[config.mk]
export PLATFORM = sky130hd
export DESIGN_NAME = direct_command_decoder
export DESIGN_NICKNAME = d
export VERILOG_FILES = /design/src/common/dcmd_pkg.sv /design/src/direct_command_decoder.sv
export SDC_FILE = /design/constraint.sdc
export NUM_CORES = 1
export LEC_CHECK = 0
export ABC_AREA = 1
export BUFFER_PORTS_ARGS = -buffer_cell sky130_fd_sc_hd__buf_2
export CAP_MARGIN = 20
export CORE_ASPECT_RATIO = 0.7
export CORE_MARGIN = 2
export CORE_UTILIZATION = 25
export DETAILED_ROUTE_END_ITERATION = 6
export PLACE_DENSITY = 0.53
export SYNTH_ARGS = -nofsm -noshare
export SYNTH_HDL_FRONTEND = slang
export SYNTH_SLANG_ARGS = --single-unit
[constraint.sdc]
create_clock -name i_clk_sys -period 2.1 [get_ports i_clk_sys]
set_input_delay 0.42 -clock i_clk_sys [delete_from_list [all_inputs] [get_ports i_clk_sys]]
set_output_delay 0.42 -clock i_clk_sys [all_outputs]
set_load 0.05 [all_outputs]
[src/common/dcmd_pkg.sv]
// Package for the direct command decoder: codes, enables, actions.
// Assumes one system clock; commands arrive as one-cycle byte strobes.
package dcmd_pkg;

	// =====================================================================
	// Command codes
	localparam logic [7:0] CMD_SET_DEFAULT   = 8'hC1;
	localparam logic [7:0] CMD_CLEAR_A       = 8'hC2;
	localparam logic [7:0] CMD_CLEAR_B       = 8'hC3;
	localparam logic [7:0] CMD_TX_CRC        = 8'hC4;
	localparam logic [7:0] CMD_TX_NOCRC      = 8'hC5;
	localparam logic [7:0] CMD_TX_REQA       = 8'hC6;
	localparam logic [7:0] CMD_TX_WUPA       = 8'hC7;
	localparam logic [7:0] CMD_FIELD_INIT    = 8'hC8;
	localparam logic [7:0] CMD_FIELD_RESP    = 8'hC9;
	localparam logic [7:0] CMD_FIELD_RESP_N0 = 8'hCA;
	localparam logic [7:0] CMD_NORMAL_NFC    = 8'hCB;
	localparam logic [7:0] CMD_ANALOG_PRESET = 8'hCC;
	localparam logic [7:0] CMD_MASK_RX       = 8'hD0;
	localparam logic [7:0] CMD_UNMASK_RX     = 8'hD1;
	localparam logic [7:0] CMD_MEAS_AMP      = 8'hD3;

	// =====================================================================
	// Reset values
	localparam logic       RX_MASK_RESET     = 1'b0;
	localparam logic [7:0] ADC_RESULT_RESET  = 8'h00;

	// =====================================================================
	// Operation control enables and mode status
	typedef struct packed {
		logic en;
		logic tx_en;
		logic rx_en;
	} op_ctrl_t;

	typedef struct packed {
		logic iso14443a;
		logic bitrate_detect;
	} mode_stat_t;

	// One-cycle action strobes toward the rest of the device
	typedef struct packed {
		logic set_default;
		logic clear;
		logic tx_crc;
		logic tx_nocrc;
		logic tx_reqa;
		logic tx_wupa;
		logic field_init;
		logic field_resp;
		logic field_resp_n0;
		logic normal_nfc;
		logic analog_preset;
		logic meas_amp;
	} action_t;

	localparam action_t ACTION_NONE = '0;

	// Command decode result
	typedef struct packed {
		logic known;
		logic allowed;
		logic chainable;
		logic irq_on_done;
	} cmd_info_t;

endpackage

[src/direct_command_decoder.sv]
// Direct command decoder: turns command bytes into action strobes.
// Assumes command byte strobes from same-clock host port logic.
//
// Functional notes
// - C1 restores power-up state; always accepted, not chainable.
// - C2/C3 stop activity and clear FIFO; needs en; chainable.
// - C4 transmits with auto CRC; needs en and tx_en; chainable.
// - C5 transmits without CRC; needs en and tx_en; chainable.
// - C6 sends REQA; ISO14443A only; needs en, tx_en; chainable.
// - C7 sends WUPA; ISO14443A only; needs en, tx_en; chainable.
// - C8 initial collision avoidance, field on, interrupt at end; o_done_irq pulses in the same cycle as o_accepted.
// - C9/CA response collision avoidance (CA n=0), field on, irq.
// - CB goes to normal NFC only in bit-rate detection mode.
// - CC presets analog config from mode and bit rate; always ok.
// - D0 masks receive data; needs en and rx_en; chainable.
// - D1 unmasks receive, overriding mask timer; needs en, rx_en.
// - D3 measures amplitude into converter result; irq; no chain.
// - Command accepted only when all its listed enables are set.
`timescale 1ns/100ps

module direct_command_decoder
	import dcmd_pkg::*;
(
	// Clock and reset
	input  wire logic        i_clk_sys,
	input  wire logic        i_rst_n,
	// Command port
	input  wire logic        i_cmd_valid,
	input  wire logic [7:0]  i_cmd_code,
	// Configuration and status inputs
	input  wire op_ctrl_t    i_op_ctrl,
	input  wire mode_stat_t  i_mode,
	// Amplitude converter
	input  wire logic        i_amp_done,
	input  wire logic [7:0]  i_amp_value,
	// Decode results
	output logic             o_accepted,
	output logic             o_rejected,
	output logic             o_chainable,
	output action_t          o_action,
	// Status
	output logic             o_rx_masked,
	output logic             o_meas_busy,
	output logic             o_done_irq,
	output logic [7:0]       o_adc_result
);

	// =====================================================================
	// Decode
	cmd_info_t info;
	action_t   act;

	always_comb begin
		info = '0;
		act  = ACTION_NONE;
		unique case (i_cmd_code)
			CMD_SET_DEFAULT: begin
				info = '{1'b1, 1'b1, 1'b0, 1'b0};
				act.set_default = 1'b1;
			end
			CMD_CLEAR_A, CMD_CLEAR_B: begin
				info = '{1'b1, i_op_ctrl.en, 1'b1, 1'b0};
				act.clear = 1'b1;
			end
			CMD_TX_CRC: begin
				info = '{1'b1, i_op_ctrl.en & i_op_ctrl.tx_en,
					1'b1, 1'b0};
				act.tx_crc = 1'b1;
			end
			CMD_TX_NOCRC: begin
				info = '{1'b1, i_op_ctrl.en & i_op_ctrl.tx_en,
					1'b1, 1'b0};
				act.tx_nocrc = 1'b1;
			end
			CMD_TX_REQA: begin
				info = '{1'b1, i_op_ctrl.en & i_op_ctrl.tx_en
					& i_mode.iso14443a, 1'b1, 1'b0};
				act.tx_reqa = 1'b1;
			end
			CMD_TX_WUPA: begin
				info = '{1'b1, i_op_ctrl.en & i_op_ctrl.tx_en
					& i_mode.iso14443a, 1'b1, 1'b0};
				act.tx_wupa = 1'b1;
			end
			CMD_FIELD_INIT: begin
				info = '{1'b1, i_op_ctrl.en, 1'b1, 1'b1};
				act.field_init = 1'b1;
			end
			CMD_FIELD_RESP: begin
				info = '{1'b1, i_op_ctrl.en, 1'b1, 1'b1};
				act.field_resp = 1'b1;
			end
			CMD_FIELD_RESP_N0: begin
				info = '{1'b1, i_op_ctrl.en, 1'b1, 1'b1};
				act.field_resp_n0 = 1'b1;
			end
			CMD_NORMAL_NFC: begin
				info = '{1'b1, i_mode.bitrate_detect,
					1'b1, 1'b0};
				act.normal_nfc = 1'b1;
			end
			CMD_ANALOG_PRESET: begin
				info = '{1'b1, 1'b1, 1'b1, 1'b0};
				act.analog_preset = 1'b1;
			end
			CMD_MASK_RX, CMD_UNMASK_RX: begin
				info = '{1'b1, i_op_ctrl.en & i_op_ctrl.rx_en,
					1'b1, 1'b0};
			end
			CMD_MEAS_AMP: begin
				info = '{1'b1, i_op_ctrl.en, 1'b0, 1'b1};
				act.meas_amp = 1'b1;
			end
			default: begin
				info = '0;
			end
		endcase
	end

	logic take;
	assign take = i_cmd_valid & info.known & info.allowed;

	// =====================================================================
	// State
	logic        rx_masked;
	logic        meas_busy;
	logic        irq_pend;
	logic [7:0]  adc_result;
	logic        accepted;
	logic        rejected;
	logic        chainable;
	action_t     action;
	logic        next_rx_masked;
	logic        next_meas_busy;
	logic        next_irq_pend;
	logic [7:0]  next_adc_result;
	logic        next_accepted;
	logic        next_rejected;
	logic        next_chainable;
	action_t     next_action;

	// Field commands end via the field logic; only the amplitude
	// measurement completion is tracked here, others pulse at once.
	always_comb begin
		next_accepted   = take;
		next_rejected   = i_cmd_valid & info.known & ~info.allowed;
		next_chainable  = take & info.chainable;
		next_action     = take ? act : ACTION_NONE;
		next_rx_masked  = rx_masked;
		next_meas_busy  = meas_busy;
		next_adc_result = adc_result;
		next_irq_pend   = 1'b0;
		if (take && i_cmd_code == CMD_MASK_RX)
			next_rx_masked = 1'b1;
		if (take && i_cmd_code == CMD_UNMASK_RX)
			next_rx_masked = 1'b0;
		if (meas_busy && i_amp_done) begin
			next_meas_busy  = 1'b0;
			next_adc_result = i_amp_value;
			next_irq_pend   = 1'b1;
		end
		// New measurement beats the old one finishing
		if (take && act.meas_amp)
			next_meas_busy = 1'b1;
		if (take && (act.field_init | act.field_resp | act.field_resp_n0))
			next_irq_pend = 1'b1;
		if (take && act.set_default) begin
			next_rx_masked  = RX_MASK_RESET;
			next_meas_busy  = 1'b0;
			next_adc_result = ADC_RESULT_RESET;
			next_irq_pend   = 1'b0;
		end
		if (take && act.clear)
			next_meas_busy = 1'b0;
	end

	always_ff @(posedge i_clk_sys) begin
		if (!i_rst_n) begin
			rx_masked  <= RX_MASK_RESET;
			meas_busy  <= 1'b0;
			irq_pend   <= 1'b0;
			adc_result <= ADC_RESULT_RESET;
			accepted   <= 1'b0;
			rejected   <= 1'b0;
			chainable  <= 1'b0;
			action     <= ACTION_NONE;
		end else begin
			rx_masked  <= next_rx_masked;
			meas_busy  <= next_meas_busy;
			irq_pend   <= next_irq_pend;
			adc_result <= next_adc_result;
			accepted   <= next_accepted;
			rejected   <= next_rejected;
			chainable  <= next_chainable;
			action     <= next_action;
		end
	end

	assign o_accepted   = accepted;
	assign o_rejected   = rejected;
	assign o_chainable  = chainable;
	assign o_action     = action;
	assign o_rx_masked  = rx_masked;
	assign o_meas_busy  = meas_busy;
	assign o_done_irq   = irq_pend;
	assign o_adc_result = adc_result;

	// =====================================================================
	// Assertions
	a_reject_no_en: assert property (@(posedge i_clk_sys) disable iff (!i_rst_n)
		i_cmd_valid && i_cmd_code == CMD_TX_CRC && !i_op_ctrl.tx_en
		|=> !o_accepted && o_rejected)
		else $error("tx with crc taken without tx enable");
	a_setdef_any: assert property (@(posedge i_clk_sys) disable iff (!i_rst_n)
		i_cmd_valid && i_cmd_code == CMD_SET_DEFAULT
		|=> o_action.set_default && !o_chainable && !o_rx_masked)
		else $error("set default not taken");
	a_clear_en: assert property (@(posedge i_clk_sys) disable iff (!i_rst_n)
		i_cmd_valid && i_cmd_code == CMD_CLEAR_B && i_op_ctrl.en
		|=> o_action.clear && o_chainable)
		else $error("clear not taken");
	a_txcrc_go: assert property (@(posedge i_clk_sys) disable iff (!i_rst_n)
		i_cmd_valid && i_cmd_code == CMD_TX_CRC && i_op_ctrl.en
		&& i_op_ctrl.tx_en |=> o_action.tx_crc && o_chainable)
		else $error("tx with crc missing");
	a_txnocrc_go: assert property (@(posedge i_clk_sys) disable iff (!i_rst_n)
		i_cmd_valid && i_cmd_code == CMD_TX_NOCRC && i_op_ctrl.en
		&& i_op_ctrl.tx_en |=> o_action.tx_nocrc)
		else $error("tx without crc missing");
	a_reqa_mode: assert property (@(posedge i_clk_sys) disable iff (!i_rst_n)
		o_action.tx_reqa |-> $past(i_mode.iso14443a))
		else $error("reqa outside iso14443a");
	a_wupa_mode: assert property (@(posedge i_clk_sys) disable iff (!i_rst_n)
		o_action.tx_wupa |-> $past(i_mode.iso14443a)
		&& $past(i_op_ctrl.tx_en))
		else $error("wupa outside allowed mode");
	a_field_irq: assert property (@(posedge i_clk_sys) disable iff (!i_rst_n)
		(o_action.field_init || o_action.field_resp
		|| o_action.field_resp_n0) |-> o_done_irq)
		else $error("field command without interrupt");
	a_nfc_detect: assert property (@(posedge i_clk_sys) disable iff (!i_rst_n)
		o_action.normal_nfc |-> $past(i_mode.bitrate_detect))
		else $error("normal nfc outside detect mode");
	a_preset_any: assert property (@(posedge i_clk_sys) disable iff (!i_rst_n)
		i_cmd_valid && i_cmd_code == CMD_ANALOG_PRESET
		|=> o_action.analog_preset)
		else $error("analog preset not taken");
	a_mask_set: assert property (@(posedge i_clk_sys) disable iff (!i_rst_n)
		i_cmd_valid && i_cmd_code == CMD_MASK_RX && i_op_ctrl.en
		&& i_op_ctrl.rx_en |=> o_rx_masked)
		else $error("receive not masked");
	a_unmask: assert property (@(posedge i_clk_sys) disable iff (!i_rst_n)
		i_cmd_valid && i_cmd_code == CMD_UNMASK_RX && i_op_ctrl.en
		&& i_op_ctrl.rx_en |=> !o_rx_masked)
		else $error("receive not unmasked");
	a_amp_store: assert property (@(posedge i_clk_sys) disable iff (!i_rst_n)
		o_meas_busy && i_amp_done && !(i_cmd_valid && i_cmd_code
		== CMD_SET_DEFAULT) |=> o_adc_result == $past(i_amp_value)
		&& o_done_irq
		&& o_meas_busy == o_action.meas_amp)
		else $error("amplitude result not stored");
	a_meas_again: assert property (@(posedge i_clk_sys) disable iff (!i_rst_n)
		o_meas_busy && i_amp_done && i_cmd_valid && i_op_ctrl.en
		&& i_cmd_code == CMD_MEAS_AMP |=> o_meas_busy)
		else $error("restarted measurement not busy");
	a_rej_quiet: assert property (@(posedge i_clk_sys) disable iff (!i_rst_n)
		i_cmd_valid && i_cmd_code == CMD_MASK_RX && !i_op_ctrl.rx_en
		|=> o_rejected
		&& o_rx_masked == $past(o_rx_masked))
		else $error("refused mask changed state");
	a_meas_rej: assert property (@(posedge i_clk_sys) disable iff (!i_rst_n)
		i_cmd_valid && i_cmd_code == CMD_MEAS_AMP && !i_op_ctrl.en
		|=> o_rejected && !o_action.meas_amp)
		else $error("measurement taken without enable");
	a_meas_chain: assert property (@(posedge i_clk_sys) disable iff (!i_rst_n)
		o_action.meas_amp |-> o_accepted && !o_chainable)
		else $error("measurement flagged chainable");
	a_clear_stop: assert property (@(posedge i_clk_sys) disable iff (!i_rst_n)
		i_cmd_valid && i_cmd_code == CMD_CLEAR_A && i_op_ctrl.en
		|=> !o_meas_busy && o_action.clear)
		else $error("clear did not stop measurement");
	a_reqa_rej: assert property (@(posedge i_clk_sys) disable iff (!i_rst_n)
		i_cmd_valid && i_cmd_code == CMD_TX_REQA && !i_mode.iso14443a
		|=> o_rejected && !o_action.tx_reqa)
		else $error("reqa taken outside iso14443a");
	a_init_chain: assert property (@(posedge i_clk_sys) disable iff (!i_rst_n)
		o_action.field_init |-> o_chainable && o_done_irq)
		else $error("initial field command not chainable");
	a_unused_quiet: assert property (@(posedge i_clk_sys) disable iff (!i_rst_n)
		i_cmd_valid && i_cmd_code == 8'hD2
		|=> !o_accepted && !o_rejected && o_action == ACTION_NONE)
		else $error("unused code had effect");

	c_tx_crc:  cover property (@(posedge i_clk_sys) o_action.tx_crc);
	c_reject:  cover property (@(posedge i_clk_sys) o_rejected);
	c_amp:     cover property (@(posedge i_clk_sys)
		o_meas_busy && i_amp_done);
	c_field:   cover property (@(posedge i_clk_sys) o_action.field_resp_n0);
	c_set_def: cover property (@(posedge i_clk_sys) o_action.set_default);

endmodule

# --- Word-level counts from Yosys, hierarchy flattened ---
# Cells that the tools add are included.
word_totals:
  reg_bits: 26
  out_inout_bits: 26
  inputBits: 25
  elab_cells: 79
op_classes:
  reduce_logical: 17
  eq_ne: 15
  n_mux: 17
  n_bitwise: 11
ops:
  columns: ["op", "n"]
  rows:
  - ["$eq 8x8->1 const B", 15]
  - ["$pmux 4 s9", 1]
  - ["$mux 1", 16]
  - ["$reduce_or 2->1", 5]
  - ["$reduce_or 3->1", 3]
  - ["$and 1x1->1", 7]
  - ["$logic_and 1x1->1", 7]
  - ["$not 1->1", 2]
  - ["$or 1x1->1", 2]
  - ["$reduce_and 2->1", 1]
  - ["$reduce_bool 2->1", 1]

# --- Depth between registers and ports, before layout ---
logic_depth:
  depth_word: 7
  ltp_mapped: 12
  depth_no_buf: 12

# --- Least setup slack after synthesis ---
# No wires, ideal clock.
synth_timing:
  path_type: "input to register"
  startpoint: "in i_cmd_code[4]"
  endpoint: "reg action, in the netlist o_action[7]"
  t_required_ns: 2.036
  setup_slack_ns: 0.533
  stages: 11
  n_path_buf: 0
  arrival_ns: 1.503
  setup_ns: 0.064
  cell_sequence: "nor2_1 -> nand2_1 -> inv_2 -> nand2_1 -> nand2_1 -> nor2_1 -> a21boi_4 -> nand3_4 -> inv_4 -> nand2_4 -> nor2_1"
synth_between:
  elab_chain_len: 6
synth_rtl:
  columns: ["item", "line_no", "source"]
  rows:
  - ["start, declared", "direct_command_decoder.sv:29", "input wire logic [7:0] i_cmd_code,"]
  - ["$eq 8x8->1", "direct_command_decoder.sv:56", "unique case (i_cmd_code)"]
  - ["$reduce_or 3->1 (no line) (tied with other cells)", null, null]
  - ["$pmux 4 s9", "direct_command_decoder.sv:56", null]
  - ["$and 1x1->1 (2 in a row)", "direct_command_decoder.sv:121", "assign take = i_cmd_valid & info.known & info.allowed;"]
  - ["$reduce_and 2->1 (no line)", null, null]
  - ["end signal, assigned", "direct_command_decoder.sv:195", "action <= next_action;"]
  - ["end, declared", "direct_command_decoder.sv:132", "action_t action;"]
# Parallel ways exist; a longest one is shown, timed or not.
# A chain may end at the register's enable or synchronous reset.

# --- Worst setup path after layout ---
layout_timing:
  startpoint: "in i_cmd_code[4]"
  endpoint: "reg action, in the netlist o_action[6]"
# The elaborated chain is that of the path after synthesis.

==> impl_metrics.yaml <==
outcome:
  status: "completed"
global_routing:
  grt_max_degree: 15
  grt_pass1_vias: 959
  gr-total-overflow: 0
  grt_pass1_wl_mm: 4.40
  antenna_found_initial: 0
  grt_usage: 0.109
timing:
  tightestPinTransition_ns: 0.347
  hold_viol: 0
  rsz0062_at_grt: "false"
  slew_violations: 0
  clock_skew_ns: 0.00142
  setup_viol: 0
  fin_crit_ns: 1.61
  max_freq_mhz: 621
  min_period_over_period: 0.766
  slew_headroom: 0.768
  fin_ws_ns: 0.490
  setup_tns_ns: 0
finish:
  area_growth_pct: 33.3
  regArea_um2: 520
  final_cell_mix: "50 x buf_2, 35 x nand2_1, 27 x nor2_1, 26 x dfxtp_1, 22 x nand3_1"
  diodes: 0
  final_common_cell: "buf_2"
  fillers: 485
  multi_input_area_um2: 539
  final_nets: 239
  drive_gt1_frac: 0.319
setup_path:
  cp-end-kind: "flop"
  required_ns: 2.30
  cp_slowest_cell: "a21boi_4"
  critPathMaxFanout: 9
  crit_path_cell_trace: "buf_2 > nor2_1 > nand2_1 > inv_2 > nand2_1 > nand2_1 > nor2_1 > a21boi_4 > nand3_4 > inv_4 > nand2_4 > nor2_1"
  path_buf_inv: 3
  cp_top_family: "simple AND/OR/NAND/NOR gates"
  cp-start-kind: "primary input"
  slowest_delay_ns: 0.25
  arrival_ns: 1.81
  critical_path_class: "in -> reg"
clocking:
  h-tree-depth: 1
  clk_pin_slew_ns: 0.08
  clkSinkCount: 26
  cts_buffer_depth: 2
  hold_buffers: 0
  cts_tree: "done"
  root_buffer: "clkbuf_8"
  cts_buffers: 3
  cts-resized-gates: 0
  postCtsSetupBuffers: 0
  clk_latency_ns: 0.26
place:
  preCtsSetupSlack_ns: 0.216
  dpl.hpwl_mm: 2.32
  port_buffers: 50
  gp_congestion: 0.820
die:
  die_h_um: 60.6
  design.core.area_mm2: 0.00438
  initial_core_util: 0.261
  fp.dieW_um: 84.9
  io_pins: 51
  dieArea_mm2: 0.00515
  rows: 20
synthesis:
  synth_area_mm2: 0.00114
  ys_ff_latch: 26
  ys_types: 21
  yosys_warnings: 0
  synth_fp_nets: 184
  synth_seq_area_share: 0.455
  syn_avg_cell_area_um2: 7.20
  synthCells: 159
  ys_top_cells_by_area: "dfxtp_1 45%, nand2_1 11%, nand3_1 9.6%"
  yosysTopAreaCell: "dfxtp_1"
  synth_top_area_share: 0.455
power_and_ir_drop:
  peakVddDrop_mv: 0.206
  p_per_area_mw_per_mm2: 576
  p_leak_nw: 0.779
min_path:
  hp-class: "in -> reg"
drt:
  first_pass_iters: 4
  wl_per_cell_um: 10.4
  drt-total-wl_mm: 2.78
  drc: 0
  num_vias: 1090
  detail-route-antenna-nets: 0
  drt_iter0_drc: 48
  vias_per_cell: 4.07
run:
  cap_violations: 0
-- synthesized netlist by cell type (all sizes together) --
cell type and number:
o21ai 2, dfxtp 26, nand4 3, nor2 30, buf 1, nand2 39
clkbuf 1, a21oi 10, nor3 2, inv 20, nand3b 1, nand3 23
a21boi 1
-- state kept, by name, indices dropped and copies added (netlist names) --
register / flops
o_accepted: 1
o_chainable: 1
o_meas_busy: 1
o_rx_masked: 1
o_done_irq: 1
o_rejected: 1
o_action: 12
o_adc_result: 8
-- kinds of logic after synthesis --
| group | Yosys count | share of synthesized area |
|---|---|---|
| simple gates | 98 | 0.402 |
| compound gates | 13 | 0.0688 |
| buf+inv | 22 | 0.0743 |
| flops | 26 | 0.455 |
-- worst paths after layout --
path	start	endpoint	slack, ns	depth (start not counted)
worst max-delay path	i_cmd_code[4]	o_action[6]$_SDFF_PN0_	0.49	12
worst min register to register	o_adc_result[1]$_SDFFE_PP0P_	o_adc_result[1]$_SDFFE_PP0P_	0.46	2
worst max register to register	o_meas_busy$_SDFFE_PP0P_	o_adc_result[2]$_SDFFE_PP0P_	0.98	3
worst min-delay path	i_amp_value[7]	o_adc_result[7]$_SDFFE_PP0P_	0.41	3
-- final cells by class --
| class | instances | area share |
|---|---|---|
| well taps | 55 | 0.0451 |
| multi-input cells | 111 | 0.353 |
| flip-flops and latches | 26 | 0.341 |
| inverters | 20 | 0.0508 |
| repair buffers | 52 | 0.174 |
| clock buffers | 4 | 0.0361 |
-- power breakdown --
group / internal (mW) / switching, mW
Combinational: 0.0296 / 0.0492
Clock: 0.167 / 0.140
Sequential: 0.493 / 0.0000535
-- layer usage --
layer	vias up	GRT usage	part of all wire
li1	612	-	-
met1	450	0.171	0.55
met2	24	0.141	0.39
met3	4	0.0272	0.056
met4	0	0.0408	0.012
met5	-	0	0
-- metrics by stage --
step                hold WS (ns)   util  std cells  instance area (um2)  power [mW]
CTS                        0.402  0.349        268                 1530       0.894
global placement           0.450  0.336        264                 1470       0.583
global route               0.418  0.349        268                 1530       0.923
floorplan                  0.541      -        159                 1140       0.541
detailed placement         0.454  0.336        264                 1470       0.583
finish                     0.406  0.349        268                 1530       0.879
-- tightest hold or removal path: cells and delay by family --
| family | cells | cell delay (ns) |
|---|---|---|
| buffers and inverters | 1 | 0.10 |
| and+or+nand+nor | 1 | 0.06 |
| AOI/OAI and AO/OA | 1 | 0.06 |
Note: power is estimated with default switching activity, not from simulation.
